**config.mk**
```make
export PLATFORM = sky130hd
export DESIGN_NAME = oscr_top
export DESIGN_NICKNAME = d
export VERILOG_FILES = /design/src/logic/oscr_pkg.sv /design/src/logic/oscr_reg_if.sv /design/src/logic/oscr_top.sv /design/src/logic/oscr_i2c_slave.sv
export SDC_FILE = /design/constraint.sdc
export NUM_CORES = 1
export LEC_CHECK = 0
export BUFFER_PORTS_ARGS = -buffer_cell sky130_fd_sc_hd__buf_2
export CORE_MARGIN = 5
export CORE_UTILIZATION = 55
export CTS_CLUSTER_DIAMETER = 200
export DETAILED_ROUTE_END_ITERATION = 10
export GPL_ROUTABILITY_DRIVEN = 0
export HOLD_SLACK_MARGIN = 0.03
export MAX_ROUTING_LAYER = met4
export PLACE_DENSITY = 0.74
export SLEW_MARGIN = 0
export SYNTH_ARGS = -nofsm -noshare
export SYNTH_HDL_FRONTEND = slang
export SYNTH_SLANG_ARGS = --single-unit
```
**constraint.sdc**
```tcl
create_clock -name sys_clk -period 5.3 [get_ports sys_clk]
set_input_delay 0.265 -clock sys_clk [delete_from_list [all_inputs] [get_ports sys_clk]]
set_output_delay 0.265 -clock sys_clk [all_outputs]
set_load 0.05 [all_outputs]
```
**src/logic/oscr_pkg.sv**
```systemverilog
package oscr_pkg;

  // Register byte addresses
  localparam logic [7:0] ADDR_MODE = 8'h09;
  localparam logic [7:0] ADDR_ACQ = 8'h0a;
  localparam logic [7:0] ADDR_RED_AMP = 8'h0c;
  localparam logic [7:0] ADDR_IR_AMP = 8'h0d;
  localparam logic [7:0] ADDR_SLOT_LO = 8'h11;
  localparam logic [7:0] ADDR_SLOT_HI = 8'h12;
  localparam logic [7:0] ADDR_TEMP_WHOLE = 8'h1f;
  localparam logic [7:0] ADDR_TEMP_PART = 8'h20;
  localparam logic [7:0] ADDR_TEMP_TRIG = 8'h21;

  localparam logic [7:0] REG_RESET = 8'h00;

  // Field positions
  localparam int POWER_SAVE_BIT = 7;
  localparam int SOFT_RST_BIT = 6;
  localparam int MODE_LSB = 0;
  localparam int ADC_RANGE_LSB = 5;
  localparam int RATE_LSB = 2;
  localparam int PW_LSB = 0;
  localparam int SLOT_ODD_LSB = 0;
  localparam int SLOT_EVEN_LSB = 4;
  localparam int TEMP_TRIG_BIT = 0;

  // Operating modes
  localparam logic [2:0] MODE_HR = 3'h2;
  localparam logic [2:0] MODE_OXI = 3'h3;
  localparam logic [2:0] MODE_MULTI = 3'h7;

  // Slot codes
  localparam logic [2:0] SLOT_OFF = 3'h0;
  localparam logic [2:0] SLOT_RED = 3'h1;
  localparam logic [2:0] SLOT_IR = 3'h2;
  localparam logic [2:0] SLOT_DARK_LAST = 3'h4;

  localparam logic [3:0] BYTES_PER_SLOT = 4'h3;
  localparam int NUM_SLOTS = 4;

  // Sample rate codes used as ceilings
  localparam logic [2:0] RATE_400 = 3'h3;
  localparam logic [2:0] RATE_800 = 3'h4;
  localparam logic [2:0] RATE_1000 = 3'h5;
  localparam logic [2:0] RATE_1600 = 3'h6;
  localparam logic [2:0] RATE_3200 = 3'h7;

  localparam logic [14:0] FULL_SCALE_BASE_NA = 15'h0800;
  localparam logic [4:0] RES_BASE_BITS = 5'h0f;
  localparam logic [15:0] AMP_STEP_UA = 16'h00c8;

  // Highest sample rate code the pulse width allows in a given mode
  function automatic logic [2:0] rate_ceiling(input logic [2:0] mode, input logic [1:0] pw);
    logic [2:0] r;
    r = RATE_3200;
    if (mode == MODE_HR) begin
      case (pw)
        2'h0: r = RATE_3200;
        2'h1: r = RATE_1600;
        2'h2: r = RATE_1000;
        default: r = RATE_800;
      endcase
    end else begin
      case (pw)
        2'h0: r = RATE_1600;
        2'h1: r = RATE_1000;
        2'h2: r = RATE_800;
        default: r = RATE_400;
      endcase
    end
    return r;
  endfunction

  function automatic logic [11:0] rate_sps(input logic [2:0] code);
    logic [11:0] v;
    case (code)
      3'h0: v = 12'h0032;
      3'h1: v = 12'h0064;
      3'h2: v = 12'h00c8;
      3'h3: v = 12'h0190;
      3'h4: v = 12'h0320;
      3'h5: v = 12'h03e8;
      3'h6: v = 12'h0640;
      default: v = 12'h0c80;
    endcase
    return v;
  endfunction

  // Pulse width in nanoseconds
  function automatic logic [18:0] pulse_ns(input logic [1:0] code);
    logic [18:0] v;
    case (code)
      2'h0: v = 19'h1_0d56;
      2'h1: v = 19'h1_cc14;
      2'h2: v = 19'h3_4990;
      default: v = 19'h6_447e;
    endcase
    return v;
  endfunction

  function automatic logic slot_active(input logic [2:0] code);
    return (code != SLOT_OFF) && (code <= SLOT_DARK_LAST);
  endfunction

endpackage

```
**src/logic/oscr_reg_if.sv**
```systemverilog
`timescale 1ns/1ps
interface oscr_reg_if;
  logic wr_stb;
  logic [7:0] addr;
  logic [7:0] wdata;
  logic [7:0] rdata;

  modport master (
    output wr_stb,
    output addr,
    output wdata,
    input rdata
  );

  modport regs (
    input wr_stb,
    input addr,
    input wdata,
    output rdata
  );
endinterface

```
**src/logic/oscr_top.sv**
```systemverilog
//
// Contract
// Power-save bit halts acquisition until cleared
// Power-save keeps registers, bus stays served
// Power-save forces pending interrupts cleared
// Soft reset restores registers, bit self-clears
// Soft reset raises no power-good event
// Mode codes 010 HR, 011 oximetry, 111 multi
// Mode change leaves other settings untouched
// ADC range doubles full scale from 2048nA
// Rate codes select 50 to 3200 samples/s
// Too-fast rate stored as highest allowed
// Pulse width sets width and resolution
// Per-LED amplitude, 0.2 mA per code
// Multi-LED sample has four slot fields
// Slot codes: off, red, IR, dark
// Three bytes per active slot per sample
// Host enables slots contiguously from first
// Temperature whole part signed, 1 C/count
// Fraction unsigned, 0.0625 C steps, added
// Host sums whole and fraction reads
// Trigger starts one conversion, self-clears
// Heart-rate mode pulses red LED only
// Unassigned bits read zero, ignore writes
`timescale 1ns/1ps
module oscr_top #(
  parameter logic [6:0] DEV_ADDR = 7'h2a // Arbitrary bus address
) (
  input wire logic sys_clk,
  input wire logic rst,
  input wire logic scl_in,
  input wire logic sda_in,
  output logic sda_out,
  output logic sda_oe_n,
  input wire logic temp_valid,
  input wire logic [7:0] temp_whole_in,
  input wire logic [3:0] temp_part_in,
  output logic temp_start,
  output logic acquire_en,
  output logic irq_clear,
  output logic power_good_event,
  output logic [2:0] active_mode,
  output logic [1:0] adc_range_sel,
  output logic [14:0] adc_full_scale_na,
  output logic [2:0] sample_rate_sel,
  output logic [11:0] sample_rate_sps,
  output logic [1:0] pulse_width_sel,
  output logic [18:0] pulse_width_ns,
  output logic [4:0] adc_resolution,
  output logic [7:0] red_amplitude,
  output logic [7:0] ir_amplitude,
  output logic [15:0] red_current_ua,
  output logic [15:0] ir_current_ua,
  output logic [3:0] slot_red_mask,
  output logic [3:0] slot_ir_mask,
  output logic [3:0] slot_active_mask,
  output logic [3:0] sample_bytes
);

  typedef struct packed {
    logic power_save_bit;
    logic soft_rst;
    logic [2:0] mode;
    logic [1:0] adc_range_sel;
    logic [2:0] sample_rate_sel;
    logic [1:0] pulse_width_sel;
    logic [7:0] red_amplitude;
    logic [7:0] ir_amplitude;
    logic [3:0][2:0] time_slot_sel;
    logic [7:0] temp_whole;
    logic [3:0] temp_part;
    logic temp_busy;
    logic por_pending;
    logic acquire_en;
    logic irq_clear;
    logic power_good_event;
    logic temp_start;
    logic [3:0] red_mask;
    logic [3:0] ir_mask;
    logic [3:0] active_mask;
    logic [3:0] sample_bytes;
    logic [14:0] full_scale;
    logic [11:0] rate_sps;
    logic [18:0] pw_ns;
    logic [4:0] res_bits;
    logic [15:0] red_ua;
    logic [15:0] ir_ua;
  } oscr_state_t;

  oscr_state_t s;
  oscr_state_t next_s;
  oscr_reg_if bus ();

  ////////////////////////////////////////////////////////////////////////////////
  // Serial bus front end

  oscr_i2c_slave #(
    .DEV_ADDR(DEV_ADDR)
  ) u_i2c (
    .sys_clk(sys_clk),
    .rst(rst),
    .scl_in(scl_in),
    .sda_in(sda_in),
    .sda_out(sda_out),
    .sda_oe_n(sda_oe_n),
    .bus(bus)
  );

  ////////////////////////////////////////////////////////////////////////////////
  // Register read-back

  // Reads never disturb state, so power-save needs no special case here
  always_comb begin
    bus.rdata = oscr_pkg::REG_RESET;
    if (bus.addr == oscr_pkg::ADDR_MODE) begin
      bus.rdata[oscr_pkg::POWER_SAVE_BIT] = s.power_save_bit;
      bus.rdata[oscr_pkg::SOFT_RST_BIT] = s.soft_rst;
      bus.rdata[oscr_pkg::MODE_LSB +: 3] = s.mode;
    end else if (bus.addr == oscr_pkg::ADDR_ACQ) begin
      bus.rdata[oscr_pkg::ADC_RANGE_LSB +: 2] = s.adc_range_sel;
      bus.rdata[oscr_pkg::RATE_LSB +: 3] = s.sample_rate_sel;
      bus.rdata[oscr_pkg::PW_LSB +: 2] = s.pulse_width_sel;
    end else if (bus.addr == oscr_pkg::ADDR_RED_AMP) begin
      bus.rdata = s.red_amplitude;
    end else if (bus.addr == oscr_pkg::ADDR_IR_AMP) begin
      bus.rdata = s.ir_amplitude;
    end else if (bus.addr == oscr_pkg::ADDR_SLOT_LO) begin
      bus.rdata[oscr_pkg::SLOT_ODD_LSB +: 3] = s.time_slot_sel[0];
      bus.rdata[oscr_pkg::SLOT_EVEN_LSB +: 3] = s.time_slot_sel[1];
    end else if (bus.addr == oscr_pkg::ADDR_SLOT_HI) begin
      bus.rdata[oscr_pkg::SLOT_ODD_LSB +: 3] = s.time_slot_sel[2];
      bus.rdata[oscr_pkg::SLOT_EVEN_LSB +: 3] = s.time_slot_sel[3];
    end else if (bus.addr == oscr_pkg::ADDR_TEMP_WHOLE) begin
      bus.rdata = s.temp_whole;
    end else if (bus.addr == oscr_pkg::ADDR_TEMP_PART) begin
      bus.rdata[3:0] = s.temp_part;
    end else if (bus.addr == oscr_pkg::ADDR_TEMP_TRIG) begin
      bus.rdata[oscr_pkg::TEMP_TRIG_BIT] = s.temp_busy;
    end
  end

  ////////////////////////////////////////////////////////////////////////////////
  // Register update and derived controls

  always_comb begin
    logic [2:0] ceil_code;
    logic [2:0] want_rate;
    logic [1:0] want_pw;
    logic [3:0] n_active;
    ceil_code = oscr_pkg::RATE_3200;
    want_rate = oscr_pkg::RATE_3200;
    want_pw = 2'h0;
    n_active = 4'h0;
    next_s = s;
    next_s.power_good_event = 1'b0;
    next_s.temp_start = 1'b0;

    // Only a true reset leaves por_pending set
    if (s.por_pending) begin
      next_s.por_pending = 1'b0;
      next_s.power_good_event = 1'b1;
    end

    // Conversion result lands in the data registers and ends the busy flag
    if (s.temp_busy && temp_valid) begin
      next_s.temp_whole = temp_whole_in;
      next_s.temp_part = temp_part_in;
      next_s.temp_busy = 1'b0;
    end

    if (s.soft_rst) begin
      // Register contents go back to power-on values; por_pending is left alone
      next_s.soft_rst = 1'b0;
      next_s.power_save_bit = 1'b0;
      next_s.mode = 3'h0;
      next_s.adc_range_sel = 2'h0;
      next_s.sample_rate_sel = 3'h0;
      next_s.pulse_width_sel = 2'h0;
      next_s.red_amplitude = oscr_pkg::REG_RESET;
      next_s.ir_amplitude = oscr_pkg::REG_RESET;
      next_s.time_slot_sel = '0;
      next_s.temp_whole = oscr_pkg::REG_RESET;
      next_s.temp_part = 4'h0;
      next_s.temp_busy = 1'b0;
    end else if (bus.wr_stb) begin
      // Writes are honoured in power-save too
      if (bus.addr == oscr_pkg::ADDR_MODE) begin
        next_s.power_save_bit = bus.wdata[oscr_pkg::POWER_SAVE_BIT];
        next_s.soft_rst = bus.wdata[oscr_pkg::SOFT_RST_BIT];
        next_s.mode = bus.wdata[oscr_pkg::MODE_LSB +: 3];
      end else if (bus.addr == oscr_pkg::ADDR_ACQ) begin
        want_rate = bus.wdata[oscr_pkg::RATE_LSB +: 3];
        want_pw = bus.wdata[oscr_pkg::PW_LSB +: 2];
        ceil_code = oscr_pkg::rate_ceiling(s.mode, want_pw);
        next_s.adc_range_sel = bus.wdata[oscr_pkg::ADC_RANGE_LSB +: 2];
        next_s.pulse_width_sel = want_pw;
        next_s.sample_rate_sel = (want_rate > ceil_code) ? ceil_code : want_rate;
      end else if (bus.addr == oscr_pkg::ADDR_RED_AMP) begin
        next_s.red_amplitude = bus.wdata;
      end else if (bus.addr == oscr_pkg::ADDR_IR_AMP) begin
        next_s.ir_amplitude = bus.wdata;
      end else if (bus.addr == oscr_pkg::ADDR_SLOT_LO) begin
        next_s.time_slot_sel[0] = bus.wdata[oscr_pkg::SLOT_ODD_LSB +: 3];
        next_s.time_slot_sel[1] = bus.wdata[oscr_pkg::SLOT_EVEN_LSB +: 3];
      end else if (bus.addr == oscr_pkg::ADDR_SLOT_HI) begin
        next_s.time_slot_sel[2] = bus.wdata[oscr_pkg::SLOT_ODD_LSB +: 3];
        next_s.time_slot_sel[3] = bus.wdata[oscr_pkg::SLOT_EVEN_LSB +: 3];
      end else if (bus.addr == oscr_pkg::ADDR_TEMP_TRIG) begin
        // A trigger while busy is absorbed into the running conversion unless its result lands in the same cycle
        if (bus.wdata[oscr_pkg::TEMP_TRIG_BIT] && !next_s.temp_busy) begin
          next_s.temp_busy = 1'b1;
          next_s.temp_start = 1'b1;
        end
      end
    end

    // Derived controls follow the registers they depend on
    next_s.acquire_en = !next_s.power_save_bit &&
                        (next_s.mode == oscr_pkg::MODE_HR ||
                         next_s.mode == oscr_pkg::MODE_OXI ||
                         next_s.mode == oscr_pkg::MODE_MULTI);
    next_s.irq_clear = next_s.power_save_bit;
    next_s.full_scale = oscr_pkg::FULL_SCALE_BASE_NA << next_s.adc_range_sel;
    next_s.rate_sps = oscr_pkg::rate_sps(next_s.sample_rate_sel);
    next_s.pw_ns = oscr_pkg::pulse_ns(next_s.pulse_width_sel);
    next_s.res_bits = oscr_pkg::RES_BASE_BITS + {3'h0, next_s.pulse_width_sel};
    next_s.red_ua = 16'(next_s.red_amplitude * oscr_pkg::AMP_STEP_UA);
    next_s.ir_ua = 16'(next_s.ir_amplitude * oscr_pkg::AMP_STEP_UA);

    next_s.red_mask = 4'h0;
    next_s.ir_mask = 4'h0;
    next_s.active_mask = 4'h0;
    if (next_s.mode == oscr_pkg::MODE_HR) begin
      next_s.red_mask = 4'h1;
      next_s.active_mask = 4'h1;
    end else if (next_s.mode == oscr_pkg::MODE_OXI) begin
      next_s.red_mask = 4'h1;
      next_s.ir_mask = 4'h2;
      next_s.active_mask = 4'h3;
    end else if (next_s.mode == oscr_pkg::MODE_MULTI) begin
      // Slots are taken as written; a gap before a later slot is the host's fault
      for (int i = 0; i < oscr_pkg::NUM_SLOTS; i++) begin
        next_s.red_mask[i] = next_s.time_slot_sel[i] == oscr_pkg::SLOT_RED;
        next_s.ir_mask[i] = next_s.time_slot_sel[i] == oscr_pkg::SLOT_IR;
        next_s.active_mask[i] = oscr_pkg::slot_active(next_s.time_slot_sel[i]);
      end
    end
    for (int i = 0; i < oscr_pkg::NUM_SLOTS; i++) begin
      n_active = n_active + {3'h0, next_s.active_mask[i]};
    end
    next_s.sample_bytes = 4'(n_active * oscr_pkg::BYTES_PER_SLOT);
  end

  always_ff @(posedge sys_clk or posedge rst) begin
    if (rst) begin
      s <= '{por_pending: 1'b1, default: '0};
    end else begin
      s <= next_s;
    end
  end

  ////////////////////////////////////////////////////////////////////////////////
  // Outputs

  assign temp_start = s.temp_start;
  assign acquire_en = s.acquire_en;
  assign irq_clear = s.irq_clear;
  assign power_good_event = s.power_good_event;
  assign active_mode = s.mode;
  assign adc_range_sel = s.adc_range_sel;
  assign adc_full_scale_na = s.full_scale;
  assign sample_rate_sel = s.sample_rate_sel;
  assign sample_rate_sps = s.rate_sps;
  assign pulse_width_sel = s.pulse_width_sel;
  assign pulse_width_ns = s.pw_ns;
  assign adc_resolution = s.res_bits;
  assign red_amplitude = s.red_amplitude;
  assign ir_amplitude = s.ir_amplitude;
  assign red_current_ua = s.red_ua;
  assign ir_current_ua = s.ir_ua;
  assign slot_red_mask = s.red_mask;
  assign slot_ir_mask = s.ir_mask;
  assign slot_active_mask = s.active_mask;
  assign sample_bytes = s.sample_bytes;

endmodule

```
**src/logic/oscr_i2c_slave.sv**
```systemverilog
`timescale 1ns/1ps
module oscr_i2c_slave #(
  parameter logic [6:0] DEV_ADDR = 7'h2a
) (
  input wire logic sys_clk,
  input wire logic rst,
  input wire logic scl_in,
  input wire logic sda_in,
  output logic sda_out,
  output logic sda_oe_n,
  oscr_reg_if.master bus
);

  typedef enum logic [6:0] {
    ST_IDLE = 7'b000_0001,
    ST_ADDR = 7'b000_0010,
    ST_ACK_ADDR = 7'b000_0100,
    ST_WR = 7'b000_1000,
    ST_ACK_WR = 7'b001_0000,
    ST_RD = 7'b010_0000,
    ST_ACK_RD = 7'b100_0000
  } oscr_i2c_st_t;

  typedef struct packed {
    logic scl_s1;
    logic scl_s2;
    logic scl_d;
    logic sda_s1;
    logic sda_s2;
    logic sda_d;
    oscr_i2c_st_t st;
    logic [7:0] sh;
    logic [3:0] cnt;
    logic rw;
    logic first;
    logic nack;
    logic [7:0] ptr;
    logic drive;
    logic wr_stb;
    logic [7:0] wdata;
    logic level;
  } oscr_i2c_state_t;

  oscr_i2c_state_t s;
  oscr_i2c_state_t next_s;
  logic rise;
  logic fall;
  logic start;
  logic stop;

  assign rise = s.scl_s2 & ~s.scl_d;
  assign fall = ~s.scl_s2 & s.scl_d;
  assign start = s.scl_s2 & s.scl_d & s.sda_d & ~s.sda_s2;
  assign stop = s.scl_s2 & s.scl_d & ~s.sda_d & s.sda_s2;

  always_comb begin
    next_s = s;
    next_s.wr_stb = 1'b0;
    next_s.scl_s1 = scl_in;
    next_s.scl_s2 = s.scl_s1;
    next_s.scl_d = s.scl_s2;
    next_s.sda_s1 = sda_in;
    next_s.sda_s2 = s.sda_s1;
    next_s.sda_d = s.sda_s2;
    // Pointer moves only after the strobe cycle so addr is stable with it
    if (s.wr_stb) begin
      next_s.ptr = s.ptr + 8'h01;
    end
    if (start) begin
      next_s.st = ST_ADDR;
      next_s.cnt = 4'h0;
      next_s.drive = 1'b0;
      next_s.first = 1'b1;
    end else if (stop) begin
      next_s.st = ST_IDLE;
      next_s.drive = 1'b0;
    end else begin
      case (s.st)
        ST_ADDR, ST_WR: begin
          if (rise) begin
            next_s.sh = {s.sh[6:0], s.sda_s2};
            next_s.cnt = s.cnt + 4'h1;
          end else if (fall && s.cnt == 4'h8) begin
            if (s.st == ST_ADDR) begin
              if (s.sh[7:1] == DEV_ADDR) begin
                next_s.drive = 1'b1;
                next_s.rw = s.sh[0];
                next_s.st = ST_ACK_ADDR;
              end else begin
                next_s.st = ST_IDLE;
              end
            end else begin
              next_s.drive = 1'b1;
              next_s.st = ST_ACK_WR;
              if (s.first) begin
                next_s.ptr = s.sh;
                next_s.first = 1'b0;
              end else begin
                next_s.wr_stb = 1'b1;
                next_s.wdata = s.sh;
              end
            end
          end
        end
        ST_ACK_ADDR, ST_ACK_WR, ST_ACK_RD: begin
          if (rise && s.st == ST_ACK_RD) begin
            next_s.nack = s.sda_s2;
          end
          if (fall) begin
            next_s.cnt = 4'h0;
            if (s.st == ST_ACK_WR || (s.st == ST_ACK_ADDR && !s.rw)) begin
              next_s.drive = 1'b0;
              next_s.st = ST_WR;
            end else if (s.st == ST_ACK_RD && s.nack) begin
              next_s.drive = 1'b0;
              next_s.st = ST_IDLE;
            end else begin
              next_s.sh = bus.rdata;
              next_s.drive = ~bus.rdata[7];
              next_s.ptr = s.ptr + 8'h01;
              next_s.st = ST_RD;
            end
          end
        end
        ST_RD: begin
          if (fall) begin
            next_s.cnt = s.cnt + 4'h1;
            if (s.cnt == 4'h7) begin
              next_s.drive = 1'b0;
              next_s.st = ST_ACK_RD;
            end else begin
              next_s.sh = {s.sh[6:0], 1'b0};
              next_s.drive = ~s.sh[6];
            end
          end
        end
        default: begin
        end
      endcase
    end
  end

  always_ff @(posedge sys_clk or posedge rst) begin
    if (rst) begin
      s <= '{st: ST_IDLE, scl_s1: 1'b1, scl_s2: 1'b1, scl_d: 1'b1,
             sda_s1: 1'b1, sda_s2: 1'b1, sda_d: 1'b1, default: '0};
    end else begin
      s <= next_s;
    end
  end

  // Open drain: only ever pulls low
  assign sda_out = s.level;
  assign sda_oe_n = ~s.drive;
  assign bus.wr_stb = s.wr_stb;
  assign bus.addr = s.ptr;
  assign bus.wdata = s.wdata;

endmodule

```
### Word-level counts from Yosys, hierarchy flattened

Index checks and enable logic that the tools add are counted.
W data, S select, Z words.

| word-level totals | value |
|---|---|
| word-level logic and storage cells | 299 |
| input port bits | 17 |
| output and inout port bits | 131 |
| register bits | 196 |

| operators by class | value |
|---|---|
| bitwise operators | 19 |
| mux-type cells | 122 |
| $add $sub $neg | 6 |
| shifts and indexed selects | 1 |
| reduce and logical (&&, ||, !) cells | 40 |
| eq/ne operators | 58 |
| magnitude comparators | 5 |
| multiply operators | 3 |

Operators by type and width:

| kind | number |
|---|---|
| $pmux W19 S3 | 2 |
| $mux W8 | 13 |
| $pmux W12 S7 | 1 |
| $mux W40 | 2 |
| $mux W12 | 5 |
| $mux W7 | 8 |
| $mux W9 | 6 |
| $mux W1 | 42 |
| $mux W3 | 14 |
| $mux W19 | 2 |
| $mux W18 | 2 |
| $mux W35 | 1 |
| $eq A8 B4 Y1 const B | 4 |
| $mux W28 | 1 |
| $eq A3 B2 Y1 const B | 9 |
| $mul A8 B5 Y13 const B | 2 |
| $eq A8 B5 Y1 const B | 3 |
| $mux W4 | 6 |
| $mux W6 | 4 |
| $mux W20 | 1 |
| $eq A8 B6 Y1 const B | 2 |
| $ne A4 B1 Y1 const B | 4 |
| $pmux W8 S2 | 1 |
| $eq A3 B1 Y1 const B | 5 |
| 51 further kinds | 114 |

### Logic depth before layout (Yosys ltp)

| depth | value |
|---|---|
| depth after elaboration | 22 |
| mapped depth | 20 |
| gate-level depth less buffers | 18 |

### By module

Synthesis repeated with hierarchy kept, for this count alone.

| unflattened totals | value |
|---|---|
| cell total of the unflattened synthesis | 1060 |
| area total of the unflattened synthesis | 10461.3 um^2 |

Modules (own cells, without submodules):

| module | times used | area an instance (um^2) | seq. area each (um^2) | cells an instance |
|---|---|---|---|---|
| oscr_top | 1 | 7558.5 | 3029.2 | 762 |
| oscr_i2c_slave | 1 | 2902.8 | 1159.9 | 298 |

### Least setup slack after synthesis

OpenSTA, ideal clock, no wires.

| path | value |
|---|---|
| path type | register to register |
| start | register u_i2c.s (netlist bit u_i2c.bus.addr[4]) |
| end | register s (netlist bit ir_current_ua[15]) |
| path slack | 0.877 ns |
| setup time | 0.122 ns |
| cell stages (with the launch flop) | 17 |
| clock period less this slack | 4.423 ns |
| arrival time | 4.301 ns |
| buffers on the path | 2 |
| required time | 5.178 ns |
| cell sequence | dfrtp_1 -> buf_6 -> nor4_4 -> nand4b_1 -> or2_2 -> buf_2 -> mux2i_1 -> nor2_1 -> ha_1 -> ha_1 -> fa_1 -> ha_1 -> a21o_1 -> a21oi_1 -> o21ai_0 -> o41a_1 -> xor2_1 |

RTL lines:

| what | RTL line | RTL |
|---|---|---|
| from (decl) | oscr_i2c_slave.sv:44 | `oscr_i2c_state_t s;` |
| from (signal assigned) | oscr_i2c_slave.sv:145 | `s <= '{st: ST_IDLE, scl_s1: 1'b1, scl_s2: 1'b1, scl_d: 1'b1,` |
| from (signal assigned) | oscr_i2c_slave.sv:148 | `s <= next_s;` |
| to (signal assigned) | oscr_top.sv:258 | `s <= next_s;` |
| to (decl) | oscr_top.sv:90 | `oscr_state_t s;` |

==> impl_metrics.yaml <==
outcome:
  outcome: "finished clean"
sta:
  finalSetupTns_ps: 0
  hold_violations: 0
  drv_slew: 0
  maxSlewHeadroom_pct: 39.2
  fin_ws_ps: 412
  finalCriticalPeriod_ps: 4890
  timing.final.crit_share_pct: 92.2
  max_slew.worst_pin.slew_ps: 912
  finClkSkew_ps: 11.3
  rsz0062_at_grt: "false"
  max_freq_mhz: 205
  setup_viol: 0
global_routing:
  grt_overflow: 0
  grt_max_degree: 65
  grt_pass1_vias: 7464
  grt_pass1_wl_um: 38600
  antenna_found_initial: 0
  track_usage_pct: 22.8
clock_network:
  cts_hold_buf: 3
  ctsResizeCount: 0
  clk_latency_ps: 440
  h-tree-depth: 4
  clock_path_buffers: 2
  cts_tree: "built"
  clockRootBuffer: "clkbuf_16"
  post_cts_buffers: 0
  clk_pin_slew_ps: 70
  numClockSinks: 167
  numCtsBuffers: 17
detailed_routing:
  post_drt_wl_per_cell_um: 17.9
  drc_errors: 0
  drt_iter0_markers: 564
  final_antenna_net_count: 0
  dr_total_vias: 7538
  drt-total-wl_um: 23800
  firstDrtPassIters: 6
  routed_via_density: 5.67
critical_path:
  cp.arrival_ps: 5210
  cpPeakStageDelay_ps: 770
  setup.worst_path.start_class: "flop"
  crit_slowest_cell: "or4_1"
  crit_path_end_kind: "flop"
  rr_endpoint: "red_current_ua[15]"
  reg2reg_depth: 15
  crit_chain: "or4_1 > nor3_4 > buf_4 > nand3_1 > a21oi_1 > ha_1 > ha_1 > fa_1 > ha_1 > nor2b_1 > o21ai_0 > a21boi_0 > o21a_1 > o41a_1 > xor2_1"
  cpMostUsedCell: "ha_1"
  crit_type: "flop to flop"
  critPathRequiredTime_ps: 5620
  critical_path.endpoint: "red_current_ua[15]"
  cp-startpoint: "u_i2c.bus.addr[5]"
  reg2reg_slack_ps: 410
  cp_max_fo: 14
  r2r_start: "u_i2c.bus.addr[5]"
power_and_ir_drop:
  p_leak_nw: 5.63
  power.density_nw_per_um2: 311
  totalPowerFinal_mw: 3.40
  ir_drop_mv: 0.280
synthesis:
  ys_async_sr_fraction_pct: 100
  ys_types: 88
  synth-edff-count: 0
  synth_seq_cells: 167
  yosys.area.top_type: "dfrtp_1"
  synth.cell_area_um2: 10500
  synth_area_leaders: "dfrtp_1 (38%), buf_4 (9.3%), ha_1 (9.1%)"
  synth_ff_type: "dfrtp_1"
  syn_inst: 1073
  ys_seq_area_share_pct: 40.1
  synth_top_area_share_pct: 38.1
  yosysWarnings: 0
  syn_area_per_cell_um2: 9.74
min_path:
  hold_path.startpoint: "temp_whole_in[1]"
  hold_path_class: "primary input to flop"
die:
  start_util_pct: 55.9
  die_area_um2: 21900
  die_h_um: 148
  rows: 50
  io_pins: 148
  core_um2: 18700
  die_w_um: 148
placement:
  place_ws_ps: 435
  placedCellCount: 1299
  hpwl_um: 17600
  port_buffers: 124
final_layout:
  fin_cells: 1330
  layout_commonest_cell: "dfrtp_1"
  nets: 1189
  nFillCells: 1608
  area_growth_pct: 4.57
  final_cell_mix: "dfrtp_1 (158), buf_2 (124), nand2_1 (95), nor2_1 (76), ha_1 (76)"
  n_antenna_cell: 0
  postLayoutCoreUtil_pct: 58.4
  layout-drive-gt1-share_pct: 20.8
job:
  maxCapViolCount: 0
## worst max-delay path: cells and delay by family, from the launching register on
family / cells / cell delay (ps)
fa+ha+maj: 4 / 1430
flops: 1 / 530
xor+xnor: 1 / 150
compound gates: 5 / 1240
buf+inv: 1 / 180
simple gates: 4 / 1230
## state kept, by name, summed over array words and instances, names as in the netlist, 2 cells and up
register           flops
adc_full_scale_na      4
u_i2c.bus.addr         8
slot_ir_mask           4
pulse_width_ns        10
u_i2c.s               25
u_i2c.next_s           4
sample_rate_sps       11
sample_bytes           4
ir_amplitude           8
slot_red_mask          4
u_i2c.bus.wdata        8
red_current_ua        10
adc_resolution         3
ir_current_ua         10
slot_active_mask       4
active_mode            3
red_amplitude          8
s                     27
pulse_width_sel        2
sample_rate_sel        3
adc_range_sel          2
## synth_stat cells, types with 20 or more instances
cell      number
nor2_1        76
mux2i_1       26
dfrtp_1      159
nand3_1       26
a21oi_1       59
nor3_1        20
inv_1         62
buf_4        129
o21ai_0       24
clkbuf_1      20
nand2_1       95
ha_1          76
## power by group
group	total, mW	internal, mW	leakage (nW)	switching [mW]
sequential	1.48	1.36	2.21	0.125
combinational	0.826	0.295	3.18	0.531
clock	1.09	0.599	0.243	0.494
## cell families (layout without fill, tap and decap cells)
family          count (synthesis)  after routing  synth area share, %
mux                            42             42                 4.21
other cells                     2             25               0.0718
fa+ha+maj                      85             85                 10.8
xor+xnor                       30             30                 2.59
simple gates                  344            344                 17.8
compound gates                174            174                 11.3
flops                         167            167                 40.1
buf+inv                       229            229                 13.2
## through the flow
step / hold WS, ps / instance area (um^2)
after floorplan: 269 / 10500
after global placement: 325 / 10400
after detailed placement: 324 / 10400
after CTS: 57.3 / 10900
after global routing: 61.1 / 10900
final: 67.3 / 10900
## worst min path at each step
stage                         to  slack [ps]  depth (start not counted)
2_1_floorplan   u_i2c.next_s[42]         270                          0
3_3_place_gp   ir_current_ua[12]         320                          2
3_5_place_dp   ir_current_ua[12]         320                          2
4_1_cts                   s[112]          60                          3
5_1_grt                   s[106]          60                          3
6_report                  s[110]          70                          3
## area by class of cell
type | instances | area, um^2 | share of cell area, %
inverter | 64 | 250 | 2.29
clock inverter | 8 | 56.3 | 0.515
timing repair buffer | 137 | 726 | 6.64
sequential | 167 | 4190 | 38.3
multi-input combinational | 700 | 4970 | 45.5
tap | 234 | 293 | 2.68
clock buffer | 20 | 447 | 4.09
## per-layer routing
layer	wire [um]	global-route usage, %	part of all wire (%)
met1	10600	30.3	45
met2	11000	35.6	46
met3	1500	4.54	6.3
met4	590	7.53	2.5
met5	0	-	0
(Power assumes the default switching activity.)
